## config.mk

```make
export PLATFORM = sky130hd
export DESIGN_NAME = cursor_layer_dma_fetch
export DESIGN_NICKNAME = d
export VERILOG_FILES = /design/src/rtl/cursor_dma_pkg.sv /design/src/rtl/cursor_layer_dma_fetch.sv
export SDC_FILE = /design/constraint.sdc
export NUM_CORES = 1
export LEC_CHECK = 0
export ABC_AREA = 1
export ABC_CLOCK_PERIOD_IN_PS = 2500
export BUFFER_PORTS_ARGS = -buffer_cell sky130_fd_sc_hd__buf_2
export CAP_MARGIN = 20
export CELL_PAD_IN_SITES_DETAIL_PLACEMENT = 0
export CELL_PAD_IN_SITES_GLOBAL_PLACEMENT = 1
export CORE_MARGIN = 3
export CORE_UTILIZATION = 30
export CTS_BUF_LIST = sky130_fd_sc_hd__clkbuf_8
export CTS_CLUSTER_DIAMETER = 50
export CTS_CLUSTER_SIZE = 8
export DETAILED_ROUTE_END_ITERATION = 8
export GPL_ROUTABILITY_DRIVEN = 0
export PLACE_DENSITY_LB_ADDON = 0.05
export SYNTH_ARGS = -nofsm -noshare
export SYNTH_HDL_FRONTEND = slang
export SYNTH_SLANG_ARGS = --single-unit
```

## constraint.sdc

```tcl
create_clock -name sys_clk_in -period 2.5 [get_ports sys_clk_in]
set_clock_uncertainty 0.15 [all_clocks]
set_input_delay 0.375 -clock sys_clk_in [delete_from_list [all_inputs] [get_ports sys_clk_in]]
set_output_delay 0.375 -clock sys_clk_in [all_outputs]
set_load 0.02 [all_outputs]
```

## src/rtl/cursor_dma_pkg.sv

```systemverilog
// Shared constants and carriers for the cursor layer DMA fetch channel.
// Assumes a single 40 MHz clock domain and a full 32-bit register address.
package cursor_dma_pkg;
	// Register byte addresses
	localparam logic [31:0] OFS_COMMAND = 32'hf803_8340;
	localparam logic [31:0] OFS_CHAN_STATUS = 32'hf803_8348;
	localparam logic [31:0] OFS_EVENTS = 32'hf803_8358;
	localparam logic [31:0] OFS_HEAD = 32'hf803_835c;
	localparam logic [31:0] OFS_FB_START = 32'hf803_8360;
	localparam logic [31:0] OFS_CONTROL = 32'hf803_8364;
	localparam logic [31:0] OFS_NEXT = 32'hf803_8368;
	localparam logic [31:0] OFS_BURST = 32'hf803_836c;
	localparam logic [31:0] OFS_FORMAT = 32'hf803_8370;
	// Writable bit masks and reset value
	localparam logic [31:0] RESET_VALUE = 32'h0000_0000;
	localparam logic [31:0] HEAD_MASK = 32'hffff_fffc;
	localparam logic [31:0] CONTROL_MASK = 32'h0000_003f;
	localparam logic [31:0] BURST_MASK = 32'h0000_0130;
	localparam logic [31:0] FORMAT_MASK = 32'h0000_03f1;
	// Field positions
	localparam int BIT_DESC_FETCH = 0;
	localparam int BIT_LUT_FETCH = 1;
	localparam int BIT_XFER_IRQ = 2;
	localparam int BIT_DSCR_IRQ = 3;
	localparam int BIT_HEAD_IRQ = 4;
	localparam int BIT_END_IRQ = 5;
	localparam int BURST_LENGTH_SELECT_LSB = 4;
	localparam int BIT_DEFINED_LENGTH_ONLY = 8;
	localparam int BIT_LUT_MODE = 0;
	localparam int RGB_LSB = 4;
	localparam int DEPTH_LSB = 8;
	localparam int BIT_ADD_HEAD = 2;
	localparam int BIT_ACTIVE = 0;
	localparam int BIT_PENDING = 2;
	localparam int EV_XFER = 2;
	localparam int EV_DSCR = 3;
	localparam int EV_HEAD = 4;
	localparam int EV_END = 5;
	// Burst length select codes
	localparam logic [1:0] BURST_ANY = 2'h0;
	localparam logic [1:0] BURST_THRESHOLD_FOUR = 2'h1;
	localparam logic [1:0] BURST_THRESHOLD_EIGHT = 2'h2;
	localparam logic [1:0] BURST_THRESHOLD_SIXTEEN = 2'h3;
	// Word counts
	localparam logic [5:0] WORDS_1 = 6'h01;
	localparam logic [5:0] WORDS_2 = 6'h02;
	localparam logic [5:0] WORDS_4 = 6'h04;
	localparam logic [5:0] WORDS_8 = 6'h08;
	localparam logic [5:0] WORDS_16 = 6'h10;
	localparam logic [15:0] DESC_WORDS = 16'h0003;
	localparam logic [31:0] WORD_STEP = 32'h0000_0004;
	localparam logic [3:0] RGB_LAST = 4'hd;
	// Bits per pixel of each direct colour code, then of each index depth
	localparam logic [5:0] RGB_BPP [0:13] = '{6'h0c, 6'h10, 6'h10, 6'h10, 6'h10,
		6'h12, 6'h12, 6'h13, 6'h13, 6'h18, 6'h18, 6'h19, 6'h20, 6'h20};
	localparam logic [5:0] LUT_BPP [0:3] = '{6'h01, 6'h02, 6'h04, 6'h08};
	localparam logic [15:0] LUT_WORDS [0:3] = '{16'h0002, 16'h0004, 16'h0010, 16'h0100};

	typedef enum logic [2:0] {
		burst_single, burst_incr, burst_incr4, burst_incr8, burst_incr16
	} burst_e;

	typedef struct packed {
		logic [31:0] addr;
		burst_e burst;
		logic [4:0] beats;
	} mem_cmd_s;

	typedef struct packed {
		logic [31:0] data;
		logic from_lut;
	} pixel_s;

	typedef struct packed {
		logic list_end;
		logic head_queued;
		logic descriptor_loaded;
		logic transfer_end;
	} irq_enable_s;
endpackage : cursor_dma_pkg

```

## src/rtl/cursor_layer_dma_fetch.sv

```systemverilog
// Cursor layer DMA fetch channel: register file, descriptor queue and
// burst-shaped memory reads feeding the pixel FIFO downstream.
// Assumes memory, FIFO and frame timing logic run on sys_clk_in.
// Operation
// - Head pointer register read/write, word address, two low bits read zero.
// - Full 32-bit read/write frame buffer start address register.
// - Descriptor fetch enable 1 fetches descriptors, 0 disables descriptor fetch.
// - Lookup fetch enable 1 fetches colour table by DMA, 0 disables it.
// - Transfer end interrupt control: 0 enables, 1 disables.
// - Descriptor loaded interrupt control: 0 enables, 1 disables.
// - Head queued interrupt control: 0 enables, 1 disables.
// - List end interrupt control: 1 enables, 0 disables.
// - Burst select 0 starts at one word of room, any burst type.
// - Burst select 1 waits four words, prefers four beats, max four.
// - Burst select 2 waits eight words, prefers eight beats, max eight.
// - Burst select 3 waits sixteen words, prefers sixteen beats.
// - Defined length only 0 allows 2 or 3 beat incr bursts, 1 forbids.
// - Lookup mode enable 0 selects direct colour, 1 indexed input.
// - Direct colour format codes 0 to 13 decode to their pixel depths.
// - Index depth codes 0 to 3 mean 1, 2, 4, 8 bits per pixel.
// - Writing add head queues head pointer; hardware clears it once added.
// - Head loaded flag sets on head descriptor load, clears on event register read.
`timescale 1ns/1ps
module cursor_layer_dma_fetch
	import cursor_dma_pkg::*;
(
	input wire logic sys_clk_in,
	input wire logic resetn_in,
	input wire logic [31:0] reg_addr_in,
	input wire logic [31:0] reg_wdata_in,
	input wire logic reg_wr_in,
	input wire logic reg_rd_in,
	output logic [31:0] reg_rdata_out,
	input wire logic frame_start_in,
	input wire logic [15:0] frame_words_in,
	input wire logic [31:0] lut_base_in,
	input wire logic [5:0] fifo_space_in,
	output logic mem_req_out,
	output mem_cmd_s mem_cmd_out,
	input wire logic mem_ack_in,
	input wire logic mem_rvalid_in,
	input wire logic [31:0] mem_rdata_in,
	output logic pixel_valid_out,
	output pixel_s pixel_out,
	output irq_enable_s irq_enable_out,
	output logic [5:0] pixel_bits_out,
	output logic format_valid_out,
	output logic busy_out
);

	typedef enum logic [1:0] {st_idle, st_issue, st_request, st_data} state_e;
	typedef enum logic [1:0] {ph_lut, ph_desc, ph_pix} phase_e;

	// Engine state and the phase of the running frame
	state_e state_q;
	phase_e phase_q;
	// Software visible registers
	logic [31:0] head_q;
	logic [31:0] fb_start_q;
	logic [31:0] control_q;
	logic [31:0] next_q;
	logic [31:0] burst_q;
	logic [31:0] format_q;
	// Head queue request and sticky event flags
	logic pending_q;
	logic ev_xfer_q;
	logic ev_dscr_q;
	logic ev_head_q;
	logic ev_end_q;
	// Fetch engine working state
	logic [31:0] addr_q;
	logic [15:0] remain_q;
	logic [4:0] beats_q;
	logic from_head_q;
	logic [31:0] rdata_q;
	// Output flops
	logic mem_req_q;
	mem_cmd_s mem_cmd_q;
	logic pixel_valid_q;
	pixel_s pixel_q;
	irq_enable_s irq_enable_q;
	logic [5:0] pixel_bits_q;
	logic format_valid_q;
	logic busy_q;

	// Address decode of the register port
	// Exact match on the full address, so no register is aliased elsewhere
	wire hit_command = reg_addr_in == OFS_COMMAND;
	wire hit_chan = reg_addr_in == OFS_CHAN_STATUS;
	wire hit_events = reg_addr_in == OFS_EVENTS;
	wire hit_head = reg_addr_in == OFS_HEAD;
	wire hit_fb = reg_addr_in == OFS_FB_START;
	wire hit_control = reg_addr_in == OFS_CONTROL;
	wire hit_next = reg_addr_in == OFS_NEXT;
	wire hit_burst = reg_addr_in == OFS_BURST;
	wire hit_format = reg_addr_in == OFS_FORMAT;

	// Status words as software sees them
	logic [31:0] chan_word;
	logic [31:0] event_word;
	always_comb begin
		chan_word = RESET_VALUE;
		chan_word[BIT_ACTIVE] = busy_q;
		chan_word[BIT_PENDING] = pending_q;
		event_word = RESET_VALUE;
		event_word[EV_XFER] = ev_xfer_q;
		event_word[EV_DSCR] = ev_dscr_q;
		event_word[EV_HEAD] = ev_head_q;
		event_word[EV_END] = ev_end_q;
	end

	// Read selection; the command register is write-only and unmapped reads give zero
	wire [31:0] rd_mux = hit_head ? head_q :
		hit_fb ? fb_start_q :
		hit_control ? control_q :
		hit_next ? next_q :
		hit_burst ? burst_q :
		hit_format ? format_q :
		hit_chan ? chan_word :
		hit_events ? event_word : RESET_VALUE;

	// Configuration fields
	wire desc_needed = control_q[BIT_DESC_FETCH];
	wire lut_mode = format_q[BIT_LUT_MODE];
	wire lut_needed = control_q[BIT_LUT_FETCH] & lut_mode;
	wire [1:0] burst_length_select = burst_q[BURST_LENGTH_SELECT_LSB +: 2];
	wire defined_length_only = burst_q[BIT_DEFINED_LENGTH_ONLY];
	wire [3:0] rgb_code = format_q[RGB_LSB +: 4];
	wire [1:0] depth_code = format_q[DEPTH_LSB +: 2];

	// Room the pixel FIFO must offer before a read starts
	wire [5:0] room_needed = (burst_length_select == BURST_THRESHOLD_FOUR) ? WORDS_4 :
		(burst_length_select == BURST_THRESHOLD_EIGHT) ? WORDS_8 :
		(burst_length_select == BURST_THRESHOLD_SIXTEEN) ? WORDS_16 : WORDS_1;

	// Descriptor reads bypass the pixel FIFO and never wait for room
	// Lookup table words do land in the FIFO, so they wait like pixels
	wire space_ok = (phase_q == ph_desc) || (fifo_space_in >= room_needed);

	// Largest burst allowed now: in any-burst mode bounded by the room itself
	wire [5:0] room_cap = (fifo_space_in < WORDS_16) ? fifo_space_in : WORDS_16;
	wire [5:0] cap = (phase_q == ph_desc) ? WORDS_16 :
		(burst_length_select == BURST_ANY) ? room_cap : room_needed;
	// Never ask for more beats than the phase still needs
	wire [5:0] avail = (remain_q < {10'h000, cap}) ? remain_q[5:0] : cap;

	// Burst shape: fixed lengths first, short incr only when allowed
	wire short_ok = (avail >= WORDS_2) && !defined_length_only;
	burst_e pick_burst;
	assign pick_burst = (avail >= WORDS_16) ? burst_incr16 :
		(avail >= WORDS_8) ? burst_incr8 :
		(avail >= WORDS_4) ? burst_incr4 :
		short_ok ? burst_incr : burst_single;
	wire [5:0] pick_beats6 = (avail >= WORDS_16) ? WORDS_16 :
		(avail >= WORDS_8) ? WORDS_8 :
		(avail >= WORDS_4) ? WORDS_4 :
		short_ok ? avail : WORDS_1;
	wire [4:0] pick_beats = pick_beats6[4:0];

	// Phase sequencing: optional lookup table, optional descriptor, then pixels
	// Lookup mode off skips the table even when its fetch is enabled
	wire phase_done = (state_q == st_issue) && (remain_q == '0);
	phase_e start_phase;
	phase_e after_phase;
	phase_e tgt_phase;
	assign start_phase = lut_needed ? ph_lut : desc_needed ? ph_desc : ph_pix;
	assign after_phase = (phase_q == ph_lut && desc_needed) ? ph_desc : ph_pix;
	assign tgt_phase = (state_q == st_idle) ? start_phase : after_phase;

	// A queued head takes priority over the chained next pointer
	wire [31:0] desc_addr = pending_q ? head_q : next_q;
	wire [31:0] tgt_addr = (tgt_phase == ph_lut) ? lut_base_in :
		(tgt_phase == ph_desc) ? desc_addr : fb_start_q;
	wire [15:0] tgt_words = (tgt_phase == ph_lut) ? LUT_WORDS[depth_code] :
		(tgt_phase == ph_desc) ? DESC_WORDS : frame_words_in;
	wire tgt_from_head = (tgt_phase == ph_desc) && pending_q;

	// Descriptor words arrive as address, control, next
	// The word index comes from the remaining count, which saves a counter
	wire desc_beat = (state_q == st_data) && mem_rvalid_in && (phase_q == ph_desc);
	wire [1:0] desc_idx = 2'(DESC_WORDS - remain_q);
	wire desc_ld_addr = desc_beat && (desc_idx == 2'h0);
	wire desc_ld_ctrl = desc_beat && (desc_idx == 2'h1);
	wire desc_ld_next = desc_beat && (desc_idx == 2'h2);

	// Events of the channel
	// Each is a one-cycle pulse; the flags below make them sticky
	wire desc_done = phase_done && (phase_q == ph_desc);
	wire head_done = desc_done && from_head_q;
	wire pix_done = phase_done && (phase_q == ph_pix);
	wire list_end = pix_done && desc_needed && (next_q == '0);
	wire add_head = reg_wr_in && hit_command && reg_wdata_in[BIT_ADD_HEAD];
	wire ev_clear = reg_rd_in && hit_events;

	// Software writes, then descriptor loads, which win a same-cycle collision
	always_ff @(posedge sys_clk_in or negedge resetn_in) begin
		if (!resetn_in) begin
			head_q <= RESET_VALUE;
			fb_start_q <= RESET_VALUE;
			control_q <= RESET_VALUE;
			next_q <= RESET_VALUE;
			burst_q <= RESET_VALUE;
			format_q <= RESET_VALUE;
		end else begin
			if (reg_wr_in && hit_head) begin
				head_q <= reg_wdata_in & HEAD_MASK;
			end
			if (reg_wr_in && hit_fb) begin
				fb_start_q <= reg_wdata_in;
			end
			if (reg_wr_in && hit_control) begin
				control_q <= reg_wdata_in & CONTROL_MASK;
			end
			if (reg_wr_in && hit_next) begin
				next_q <= reg_wdata_in;
			end
			if (reg_wr_in && hit_burst) begin
				burst_q <= reg_wdata_in & BURST_MASK;
			end
			if (reg_wr_in && hit_format) begin
				format_q <= reg_wdata_in & FORMAT_MASK;
			end
			if (desc_ld_addr) begin
				fb_start_q <= mem_rdata_in;
			end
			if (desc_ld_ctrl) begin
				control_q <= mem_rdata_in & CONTROL_MASK;
			end
			if (desc_ld_next) begin
				next_q <= mem_rdata_in;
			end
		end
	end

	// Queue request and sticky events; a setting event beats a clear
	always_ff @(posedge sys_clk_in or negedge resetn_in) begin
		if (!resetn_in) begin
			pending_q <= 1'b0;
			ev_xfer_q <= 1'b0;
			ev_dscr_q <= 1'b0;
			ev_head_q <= 1'b0;
			ev_end_q <= 1'b0;
		end else begin
			pending_q <= add_head | (pending_q & ~head_done);
			ev_xfer_q <= pix_done | (ev_xfer_q & ~ev_clear);
			ev_dscr_q <= desc_done | (ev_dscr_q & ~ev_clear);
			ev_head_q <= head_done | (ev_head_q & ~ev_clear);
			ev_end_q <= list_end | (ev_end_q & ~ev_clear);
		end
	end

	// Read data stands only in the cycle after the strobe
	// Zero elsewhere, so a shared read bus can be combined by or without a select
	always_ff @(posedge sys_clk_in or negedge resetn_in) begin
		if (!resetn_in) begin
			rdata_q <= RESET_VALUE;
		end else begin
			rdata_q <= reg_rd_in ? rd_mux : RESET_VALUE;
		end
	end

	// Decoded enables and pixel depth, registered so outputs come from flops
	// An undefined direct colour code reports depth zero and drops format valid
	always_ff @(posedge sys_clk_in or negedge resetn_in) begin
		if (!resetn_in) begin
			irq_enable_q <= '0;
			pixel_bits_q <= '0;
			format_valid_q <= 1'b0;
		end else begin
			irq_enable_q.transfer_end <= ~control_q[BIT_XFER_IRQ];
			irq_enable_q.descriptor_loaded <= ~control_q[BIT_DSCR_IRQ];
			irq_enable_q.head_queued <= ~control_q[BIT_HEAD_IRQ];
			irq_enable_q.list_end <= control_q[BIT_END_IRQ];
			if (lut_mode) begin
				pixel_bits_q <= LUT_BPP[depth_code];
				format_valid_q <= 1'b1;
			end else if (rgb_code <= RGB_LAST) begin
				pixel_bits_q <= RGB_BPP[rgb_code];
				format_valid_q <= 1'b1;
			end else begin
				pixel_bits_q <= '0;
				format_valid_q <= 1'b0;
			end
		end
	end

	// Fetch engine: one request at a time, beats counted against the issued length.
	// A frame start while busy is ignored, so a slow frame simply drops the next.
	// A channel reset or disable would need an abort path, which this block lacks.
	always_ff @(posedge sys_clk_in or negedge resetn_in) begin
		if (!resetn_in) begin
			state_q <= st_idle;
			phase_q <= ph_pix;
			addr_q <= RESET_VALUE;
			remain_q <= '0;
			beats_q <= '0;
			from_head_q <= 1'b0;
			mem_req_q <= 1'b0;
			mem_cmd_q <= '0;
			pixel_valid_q <= 1'b0;
			pixel_q <= '0;
			busy_q <= 1'b0;
		end else begin
			pixel_valid_q <= 1'b0;
			case (state_q)
				st_idle: begin
					if (frame_start_in) begin
						busy_q <= 1'b1;
						state_q <= st_issue;
						phase_q <= tgt_phase;
						addr_q <= tgt_addr;
						remain_q <= tgt_words;
						from_head_q <= tgt_from_head;
					end
				end
				// A phase change costs one cycle, which keeps one command outstanding
				st_issue: begin
					if (remain_q == '0) begin
						if (phase_q == ph_pix) begin
							busy_q <= 1'b0;
							state_q <= st_idle;
						end else begin
							phase_q <= tgt_phase;
							addr_q <= tgt_addr;
							remain_q <= tgt_words;
							from_head_q <= tgt_from_head;
						end
					end else if (space_ok) begin
						mem_req_q <= 1'b1;
						mem_cmd_q <= '{addr: addr_q, burst: pick_burst, beats: pick_beats};
						beats_q <= pick_beats;
						state_q <= st_request;
					end
				end
				// Command and request stand until the memory side accepts
				st_request: begin
					if (mem_ack_in) begin
						mem_req_q <= 1'b0;
						state_q <= st_data;
					end
				end
				// A burst ends on its own beat count; remain_q spans the whole phase
				st_data: begin
					if (mem_rvalid_in) begin
						addr_q <= addr_q + WORD_STEP;
						remain_q <= remain_q - 16'h0001;
						beats_q <= beats_q - 5'h01;
						if (phase_q != ph_desc) begin
							pixel_valid_q <= 1'b1;
							pixel_q <= '{data: mem_rdata_in, from_lut: phase_q == ph_lut};
						end
						if (beats_q == 5'h01) begin
							state_q <= st_issue;
						end
					end
				end
				default: begin
					state_q <= st_idle;
				end
			endcase
		end
	end

	// Outputs straight from flops
	assign reg_rdata_out = rdata_q;
	assign mem_req_out = mem_req_q;
	assign mem_cmd_out = mem_cmd_q;
	assign pixel_valid_out = pixel_valid_q;
	assign pixel_out = pixel_q;
	assign irq_enable_out = irq_enable_q;
	assign pixel_bits_out = pixel_bits_q;
	assign format_valid_out = format_valid_q;
	assign busy_out = busy_q;

endmodule : cursor_layer_dma_fetch

```

; Word level (Yosys, flattened, before mapping)
; Memories as Yosys holds them, arrays and structs flattened.
; Cells that the tools add are included.
[classes]
n_addsub = 4
order_cmp = 10
n_eq_ne = 33
n_mux = 92
bitwise_logic = 19
reduce_logical = 47
[op_table]
columns = op, count
row1 = 2-to-1 mux 32 bit, 18
row2 = equality test 32 bit (second input constant), 9
row3 = 2-to-1 mux 16 bit, 8
row4 = case mux 32 bit (3 select lines), 1
row5 = 2-to-1 mux 6 bit, 12
row6 = 2-to-1 mux 5 bit, 10
row7 = case mux 16 bit (3 select lines), 1
row8 = adder 32 x 3 -> 32 bit (second input constant), 1
row9 = binary-select mux 16 bit (select 2 bit), 1
row10 = zero test 32 bit, 1
row11 = 2-to-1 mux 2 bit, 16
row12 = logical AND 1 bit, 23
row13 = 2-to-1 mux 10 bit, 2
row14 = zero test 16 bit, 1
row15 = < comparator 16 x 6 -> 1 bit, 1
row16 = AND reduction 4 bit, 4
row17 = subtractor 16 x 1 -> 16 bit (second input constant), 1
row18 = 2-to-1 mux 1 bit, 15
row19 = binary-select mux 6 bit (select 2 bit), 1
row20 = equality test 2 bit (second input constant), 6
row21 = != test 2 bit (second input constant), 6
row22 = nonzero test 2 bit, 6
row23 = equality test 2 x 1 -> 1 bit (second input constant), 5
row24 = zero test 2 bit, 5
row25 = other kinds (30), 51
[totals]
reg_bits = 318
romBits = 96
inputBits = 157
output_inout_bits = 119
elab_cells = 238
n_memories = 1
[mem_list]
columns = name, depth, width, rd, rd_clocked_by_memory_dff, wr, line_no
row1 = (name not given), 16, 6, 1, 0, 0, cursor_layer_dma_fetch.sv:278  ; pixel_bits_q <= RGB_BPP[rgb_code];

; Longest topological paths before layout
; Gate-level depths: netlist (run 1).
[logic_depth]
word_depth = 17
ltp_mapped = 21
ltp_nobuf = 21

; Least setup slack after synthesis (run 1)
; No wires, ideal clock.
[synth_timing]
path_kind = reg2reg
startpoint = reg phase_q[1]
endpoint = reg mem_cmd_q (netlist bit mem_cmd_out[5])
setup_ns = 0.123
t_arrival_ns = 2.333
slack_ns = -0.106
path_stages_with_launch = 19
period_less_slack_ns = 2.606
path_cell_list = dfstp_2 -> nor2_2 -> nor2_1 -> a21oi_1 -> inv_1 -> o211ai_1 -> ha_1 -> a21oi_1 -> nand2_1 -> nand2_1 -> nand2_1 -> nand2_1 -> nand2_1 -> nand3_1 -> inv_1 -> nand3_1 -> inv_1 -> o21ai_0 -> nand2_1
[synth_via]
elab_chain_len = 10
word_cells_on_any_way = 15
cone_classes = order compare (5) / eq/ne (1) / mux (6) / reduce/logical (3)
[synth_lines]
columns = item, line_no
row1 = from (decl), cursor_layer_dma_fetch.sv:56  ; phase_e phase_q;
row2 = from (signal assigned), cursor_layer_dma_fetch.sv:293  ; phase_q <= ph_pix;
row3 = from (signal assigned), cursor_layer_dma_fetch.sv:310  ; phase_q <= tgt_phase;
row4 = from (signal assigned), cursor_layer_dma_fetch.sv:323  ; phase_q <= tgt_phase;
row5 = equality test 2 x 1 -> 1 bit (*), "cursor_layer_dma_fetch.sv:138, cursor_layer_dma_fetch.sv:142"
row6 = 2-to-1 mux 6 bit, cursor_layer_dma_fetch.sv:142  ; wire [5:0] cap = (phase_q == ph_desc) ? WORDS_16 :
row7 = < comparator 16 x 6 -> 1 bit, cursor_layer_dma_fetch.sv:145  ; wire [5:0] avail = (remain_q < {10'h000, cap}) ? remain_q[5:0] : cap;
row8 = 2-to-1 mux 6 bit, cursor_layer_dma_fetch.sv:145
row9 = greater-or-equal comparator 6 x 2 -> 1 bit, cursor_layer_dma_fetch.sv:148  ; wire short_ok = (avail >= WORDS_2) && !defined_length_only;
row10 = logical AND 1 bit, cursor_layer_dma_fetch.sv:148
row11 = 2-to-1 mux 1 bit, cursor_layer_dma_fetch.sv:153  ; short_ok ? burst_incr : burst_single;
row12 = 2-to-1 mux 2 bit, cursor_layer_dma_fetch.sv:152  ; (avail >= WORDS_4) ? burst_incr4 :
row13 = 2-to-1 mux 2 bit, cursor_layer_dma_fetch.sv:151  ; (avail >= WORDS_8) ? burst_incr8 :
row14 = 2-to-1 mux 3 bit, cursor_layer_dma_fetch.sv:150  ; assign pick_burst = (avail >= WORDS_16) ? burst_incr16 :
row15 = to (signal assigned), cursor_layer_dma_fetch.sv:330  ; mem_cmd_q <= '{addr: addr_q, burst: pick_burst, beats: pick_beats};
row16 = to (decl), cursor_layer_dma_fetch.sv:78  ; mem_cmd_s mem_cmd_q;
; Every way passes the cells marked *; elsewhere a longest branch is shown, timed or not.
; A chain may end at the register's enable or synchronous reset.

; Final worst setup path (run 1)
[layout_timing]
startpoint = reg phase_q[1]
endpoint = reg beats_q[0]
[layout_via]
elab_chain_len = 13
word_cells_on_any_way = 19
cone_classes = order compare (5) / eq/ne (2) / mux (9) / reduce/logical (3)
[layout_lines]
columns = item, line_no
row1 = equality test 2 x 1 -> 1 bit (*), "cursor_layer_dma_fetch.sv:138, cursor_layer_dma_fetch.sv:142"
row2 = 2-to-1 mux 6 bit, cursor_layer_dma_fetch.sv:142
row3 = < comparator 16 x 6 -> 1 bit, cursor_layer_dma_fetch.sv:145
row4 = 2-to-1 mux 6 bit, cursor_layer_dma_fetch.sv:145
row5 = greater-or-equal comparator 6 x 2 -> 1 bit, cursor_layer_dma_fetch.sv:148
row6 = logical AND 1 bit, cursor_layer_dma_fetch.sv:148
row7 = 2-to-1 mux 5 bit, cursor_layer_dma_fetch.sv:157  ; short_ok ? avail : WORDS_1;
row8 = 2-to-1 mux 5 bit, cursor_layer_dma_fetch.sv:156  ; (avail >= WORDS_4) ? WORDS_4 :
row9 = 2-to-1 mux 5 bit, cursor_layer_dma_fetch.sv:155  ; (avail >= WORDS_8) ? WORDS_8 :
row10 = 2-to-1 mux 5 bit, cursor_layer_dma_fetch.sv:154  ; wire [5:0] pick_beats6 = (avail >= WORDS_16) ? WORDS_16 :
row11 = 2-to-1 mux 5 bit, cursor_layer_dma_fetch.sv:328  ; end else if (space_ok) begin
row12 = 2-to-1 mux 5 bit, cursor_layer_dma_fetch.sv:318  ; if (remain_q == '0) begin
row13 = case mux 5 bit (2 select lines), cursor_layer_dma_fetch.sv:305  ; case (state_q)
row14 = to (signal assigned), cursor_layer_dma_fetch.sv:331  ; beats_q <= pick_beats;
row15 = to (signal assigned), cursor_layer_dma_fetch.sv:347  ; beats_q <= beats_q - 5'h01;
row16 = to (decl), cursor_layer_dma_fetch.sv:73  ; logic [4:0] beats_q;
; Every way passes the cells marked *; elsewhere a longest branch is shown, timed or not. The select of a mux whose other input is x is not followed.

==> run summary, run 1 <==
Synth top area share = 0.478
Clk_lat worst skew = 0.65 ns
PortBufs = 275
FF-to-FF End = beats_q[0]
# DRC = 0
FMAX = 0.390 GHz
Final wirelength = 61400 um
Die extent in y = 231 um
All-layer global routing usage = 0.224
Most used cell, CP = nand2_1
Kind of end point of the critical path = flop
P_leak = 10.6 nW
Worst vdd ir = 0.000445 V
Clock power frac = 0.258
Synth Instances = 1907
Setup WS post-layout = -0.0669 ns
Hold_ws = 0.0639 ns
Share of cells above drive strength 1 = 0.262
R2R depth = 18
Sink of the worst hold path = remain_q[8]
Vias in the first global route = 14600
Initial antenna violation count = 0
Most common cell after layout, fill and taps aside = nand2_1
First-pass GRT wire length = 91400 um
Internal power = 11.0 mW
Pre-antenna DRT Iters = 5
Fin. Hold Viols = 0
Routed len/inst = 19.9 um
Fin area = 21000 um^2
Main flop type after synthesis = dfrtp_1
Width of the die = 231 um
Syn_area_per_cell = 7.99 um^2
H-tree levels = 2
Hold Path Class = in2reg
Status = complete, but fails checks
Failing checks = negative setup slack
Hold-critical path depth = 5
Gr ovfl total = 0
Final slew viol count = 0
Synth Net Count = 2089
Via count = 15000
Req. time, crit path = 2.90 ns
Max Cap Viol = 0
Most frequent cells in the layout = nand2_1 (473), dfrtp_1 (291), buf_2 (274), o21ai_0 (239), inv_1 (229)
Starting density of the core = 0.307
Final #Nets = 2568
Critical Path AT = 2.96 ns
Routed Antenna Nets = 0
Iter 0 DRT Violations = 1093
Layout area overhead = 37.7%
Period utilization = 1.03
Slew HR = 0.443
Dpl cell area = 18400 um^2
RSZ-0062 raised after global routing = true
Cell with the largest stage delay on the worst path = dfstp_2
Sequential cell area fraction in the yosys report = 0.480
Worst-margin pin slew = 0.825 ns
FFs w/ async S/R, synth = 1.00
ANT cells = 0
Crit path max fanout = 7
Synthesized flop and latch total = 292
Count of cell types in the netlist = 56
Clk sinks = 292
Post-synth EDFFs = 0
Min Tclk post-route = 2.57 ns
Worst Min Path Start = frame_words_in[8]
Largest net degree at the start of global routing = 65
Fill cells = 5062
Setup slack, reg-to-reg = -0.07 ns
Core region area = 49600 um^2
# rows = 81
Via-to-Cell Ratio = 4.87
I/O pin cnt = 276
P_sw = 6.96 mW
CP Launch Point = phase_q[1]
Synth area leaders = dfrtp_1 (48%), nand2_1 (12%), o21ai_0 (8.2%)
Combinational power share = 0.397
Reg2reg start = phase_q[1]
Sequential power share = 0.345
Die area = 53500 um^2
Switching portion of total power = 0.387
Inserted Clock Buffers = 50
CP Launch Type = flop
Clk buf depth = 3
Worst-path cell chain = nor2_4 > nor2_4 > a21oi_2 > inv_1 > o211ai_1 > ha_1 > nand2_1 > inv_1 > nand2_1 > nand2_1 > nand2_2 > nand2_4 > nand2_4 > nand2_4 > nand3_4 > a31oi_4 > nand2_1 > a21oi_1
Critical path's largest stage delay = 0.56 ns
Clock transition at the registers of the reported paths = 0.07 ns
Worst path bufs/invs = 2
WS Path Type = reg2reg
Synth Cell Area = 15200 um^2
Final setup violating endpoints = 6
Syn. warnings = 0
Root Driver = clkbuf_8
Area leader, netlist = dfrtp_1
Critical path's top delay family = simple AND/OR/NAND/NOR gates
Post-DP HPWL = 45100 um
CTS tree = yes
Pwr/cell area = 858 nW/um^2
-- registers in the layout, summed over array words and instances, names as in the netlist, 2 cells and up --
register,count
remain_q,16
head_q,30
format_q,7
state_q,2
burst_q,3
mem_cmd_out,40
reg_rdata_out,32
pixel_out,33
next_q,32
control_q,6
addr_q,32
fb_start_q,32
irq_enable_out,4
pixel_bits_out,6
phase_q,2
beats_q,5
-- timing repair --
item / in CTS / in global routing
setup endpoints to repair: 30 / 110
gates resized for setup: 34 / 85
buffers inserted: 12 / 17
hold buffers: 80 / 0
pin swaps: 6 / 20
endpoints found under the hold margin: 370 / 0
gates cloned: 0 / 3
-- cell usage after synthesis, drive strengths merged (2+ instances only) --
master / n
o2bb2ai: 2
o21ai: 263
inv: 237
o311ai: 14
a211oi: 2
o211ai: 100
ha: 25
a221oi: 7
xor2: 20
a31oi: 12
nor2: 74
o2111ai: 2
a22oi: 10
dfrtp: 291
o21a: 2
clkbuf: 81
nand3: 59
nand2: 496
nor4: 8
clkinv: 2
a21oi: 72
or2: 2
o22ai: 5
buf: 20
nor3: 42
o221ai: 24
nand4: 13
o31ai: 6
-- worst min-delay path, cell delays in order --
cell,delay [ns]
buf_2,0.08
nand2_1,0.09
o211ai_1,0.09
a21oi_1,0.06
a21oi_1,0.10
-- logic make-up (layout without fill, tap and decap cells) --
kind of cell               Yosys count  count (layout)  synth area share
AOI/OAI and AO/OA                  531             531             0.210
and+or+nand+nor                    696             696             0.190
DFF                                292             292             0.480
other                                1               1          0.000246
muxes                                1               1          0.000739
xor gates and xnor gates            21              21            0.0121
adders and majority gates           25              25            0.0205
buffers and inverters              340             849            0.0864
-- routing by layer --
metal | vias to the layer above | routed length (um) | GRT usage
met2 | 413 | 27200 | 0.342
li1 | 7356 | - | -
met5 | - | 0 | 0
met4 | 0 | 1170 | 0.0552
met3 | 80 | 3410 | 0.0392
met1 | 7162 | 29600 | 0.329
-- final cells by class --
class,count,area [um^2],share of cell area
clock buffer,57,785,0.0374
clock inverter,25,229,0.0109
inverter,239,902,0.0430
multi-input combinational,1275,7030,0.335
sequential,292,7310,0.349
tap,664,831,0.0396
timing repair buffer,528,3890,0.185
-- power by group through the flow --
stage	clock (mW)	sequential, mW	combinational [mW]
after floorplan	0	6.94	2.90
after global placement	0	6.27	6.11
after detailed placement	0	6.28	6.13
after CTS	4.83	6.21	6.39
after global routing	5.01	6.33	7.89
final	4.64	6.21	7.14
-- worst max-delay path by stage --
stage | end | slack (ns) | cells past startpoint
6_report | beats_q[0] | -0.07 | 18
3_3_place_gp | mem_cmd_out[5] | -0.08 | 21
3_5_place_dp | beats_q[0] | -0.16 | 18
5_1_grt | mem_cmd_out[5] | -0.27 | 21
4_1_cts | remain_q[9] | -0.04 | 14
2_1_floorplan | mem_cmd_out[5] | 0.02 | 20
-- per-stage QoR --
stage	instances	setup WS [ns]	power [mW]	util	setup TNS (ns)
finish	3080	-0.0669	18.0	0.423	-0.203
detailed placement	2887	-0.160	12.4	0.371	-1.09
global route	3080	-0.272	19.2	0.423	-6.23
global placement	2887	-0.0805	12.4	0.371	-0.259
CTS	3061	-0.0407	17.4	0.412	-0.178
floorplan	1907	0.0174	9.84	-	0
(Power assumes the default switching activity.)
==> inputs of run 2 (changes only) <==
Settings changed: ABC_CLOCK_PERIOD_IN_PS 2500 to 2150, SKIP_LAST_GASP from default to 1.
Clock period 2.5 ns to 2.15 ns, I/O delays scaled along.
==> run 2 against run 1 <==
Effect of this change: the flow still finishes with violations (negative setup slack); register-to-register slack worse by 0.40 ns; via count rose by 5.0%; clock-buffer cell count shrank 4; combinational power up 64%; wire length rose by 6.6%; highest routed layer unchanged.
==> run summary, run 2 (same netlist as run 1, synthesis figures left out) <==
Share of cells above drive strength 1 = 0.347
Crit path max fanout = 7
WS Path Type = reg2reg
Setup WS pre-CTS = -0.456 ns
Pwr/cell area = 1050 nW/um^2
Die area = 53500 um^2
Clk_lat worst skew = 0.66 ns
M1 GR Usage = 0.340
Failing checks = negative setup slack
Gr ovfl total = 0
Pre-antenna DRT Iters = 5
Max reg flops = 40
Combinational power share = 0.480
P_sw = 9.69 mW
Initial antenna violation count = 0
Switching portion of total power = 0.398
# DRC = 0
Final #Nets = 2712
Grt peak-use layer = met2
Layout area overhead = 52.6%
Min Tclk post-route = 2.61 ns
Hold Path Class = in2reg
Kind of end point of the critical path = flop
CTS tree = yes
Fin. Hold Viols = 0
Fill cells = 4987
Internal power = 14.6 mW
I/O pin cnt = 276
Sink of the worst hold path = addr_q[17]
FMAX = 0.382 GHz
Most common cell after layout, fill and taps aside = nand2_1
Period utilization = 1.22
Width of the die = 231 um
Clk buf depth = 3
Clock transition at the registers of the reported paths = 0.07 ns
Routed len/inst = 20.3 um
Clock power frac = 0.219
Iter 0 DRT Violations = 1084
Hold-critical path depth = 5
All-layer global routing usage = 0.238
Status = complete, but fails checks
Most frequent cells in the layout = nand2_1 (411), dfrtp_1 (291), buf_2 (274), buf_4 (223), inv_1 (221)
First-pass GRT wire length = 97000 um
Worst Min Path Start = lut_base_in[17]
R2R depth = 18
Worst-margin pin slew = 0.725 ns
Setup WS post-layout = -0.464 ns
Critical Path AT = 3.02 ns
ANT cells = 0
Via count = 15800
Worst vdd ir = 0.000578 V
Inserted Clock Buffers = 50
Routed Antenna Nets = 0
Sequential power share = 0.301
Post-DP HPWL = 46100 um
Core region area = 49600 um^2
Via-to-Cell Ratio = 4.89
Starting density of the core = 0.307
Final setup violating endpoints = 97
Die extent in y = 231 um
H-tree levels = 2
P_leak = 11.6 nW
Clk sinks = 292
CP Launch Type = flop
Max Cap Viol = 0
Vias in the first global route = 16000
Root Driver = clkbuf_8
Reg2reg start = phase_q[0]
FF-to-FF End = beats_q[0]
Slew HR = 0.509
Req. time, crit path = 2.56 ns
Final slew viol count = 0
Final wirelength = 65400 um
Final cell count without fillers = 3223
# rows = 81
# placed instances = 2975
GRT met3 Usage = 0.0380
PortBufs = 275
RSZ-0062 raised after global routing = true
Largest net degree at the start of global routing = 67
Met2 usage = 0.374
Setup slack, reg-to-reg = -0.46 ns
## run 2: power by group through the flow
stage	Sequential (mW)	Clock, mW	Combinational, mW
2_1_floorplan	8.07	0	3.60
3_3_place_gp	7.24	0	7.77
3_5_place_dp	7.25	0	7.83
4_1_cts	7.22	5.52	11.1
5_1_grt	7.47	5.72	12.6
6_report	7.33	5.32	11.7
## run 2: area by class of cell
cell class	count	area (um^2)	share of cell area
Multi-Input combinational cell	1275	7810	0.336
Sequential cell	292	7310	0.314
Timing Repair Buffer	672	5400	0.232
Inverter	239	915	0.0393
Tap cell	664	831	0.0357
Clock buffer	53	729	0.0314
Clock inverter	28	255	0.0110
## run 2: metrics by stage
stage | util | total power [mW] | instance area (um^2) | hold WS (ns) | setup TNS (ns)
floorplan | - | 11.7 | 15400 | -0.123 | -7.34
global placement | 0.386 | 15.0 | 19100 | 0.0714 | -39.73
detailed placement | 0.386 | 15.1 | 19100 | 0.0744 | -47.66
CTS | 0.455 | 23.9 | 22500 | 0.00152 | -20.91
global route | 0.469 | 25.8 | 23200 | 0.0751 | -36.33
finish | 0.469 | 24.3 | 23200 | 0.0540 | -20.88
## run 2: critical path, stage by stage, from the launching register on
cell and delay [ns]:
dfrtp_1 0.36, inv_2 0.06, nor2_4 0.17, inv_2 0.06, a21oi_2 0.14, inv_1 0.07, o211ai_1 0.14, ha_1 0.29
nand2_1 0.08, inv_1 0.04, nand2_1 0.05, nand2_1 0.06, nand2_2 0.14, nand2_4 0.11, nand2_1 0.07, o21ai_0 0.10
a31oi_2 0.22, nand2_1 0.09, a21oi_2 0.15
## run 2: timing repair
item,4_1_cts,5_1_grt
hold buffers,99,0
resized for setup,227,189
gates cloned,15,5
buffers inserted,46,21
pin swaps,40,63
hold endpoints to repair,475,0
endpoints found under the setup margin,124,151
## run 2: worst max path at each step
stage	startpoint	end	slack, ns	cells past startpoint
after floorplan	phase_q[1]	mem_cmd_out[5]	-0.27	18
after global placement	phase_q[0]	beats_q[0]	-0.37	18
after CTS	phase_q[1]	beats_q[0]	-0.41	18
final	phase_q[0]	beats_q[0]	-0.46	18
after detailed placement	phase_q[0]	beats_q[0]	-0.46	18
after global routing	phase_q[0]	mem_cmd_out[5]	-0.71	21
## run 2: metal layers
layer	vias up	share of wire
met4	0	0.024
met2	402	0.45
met3	99	0.052
met1	7604	0.47
met5	-	0
li1	7655	-
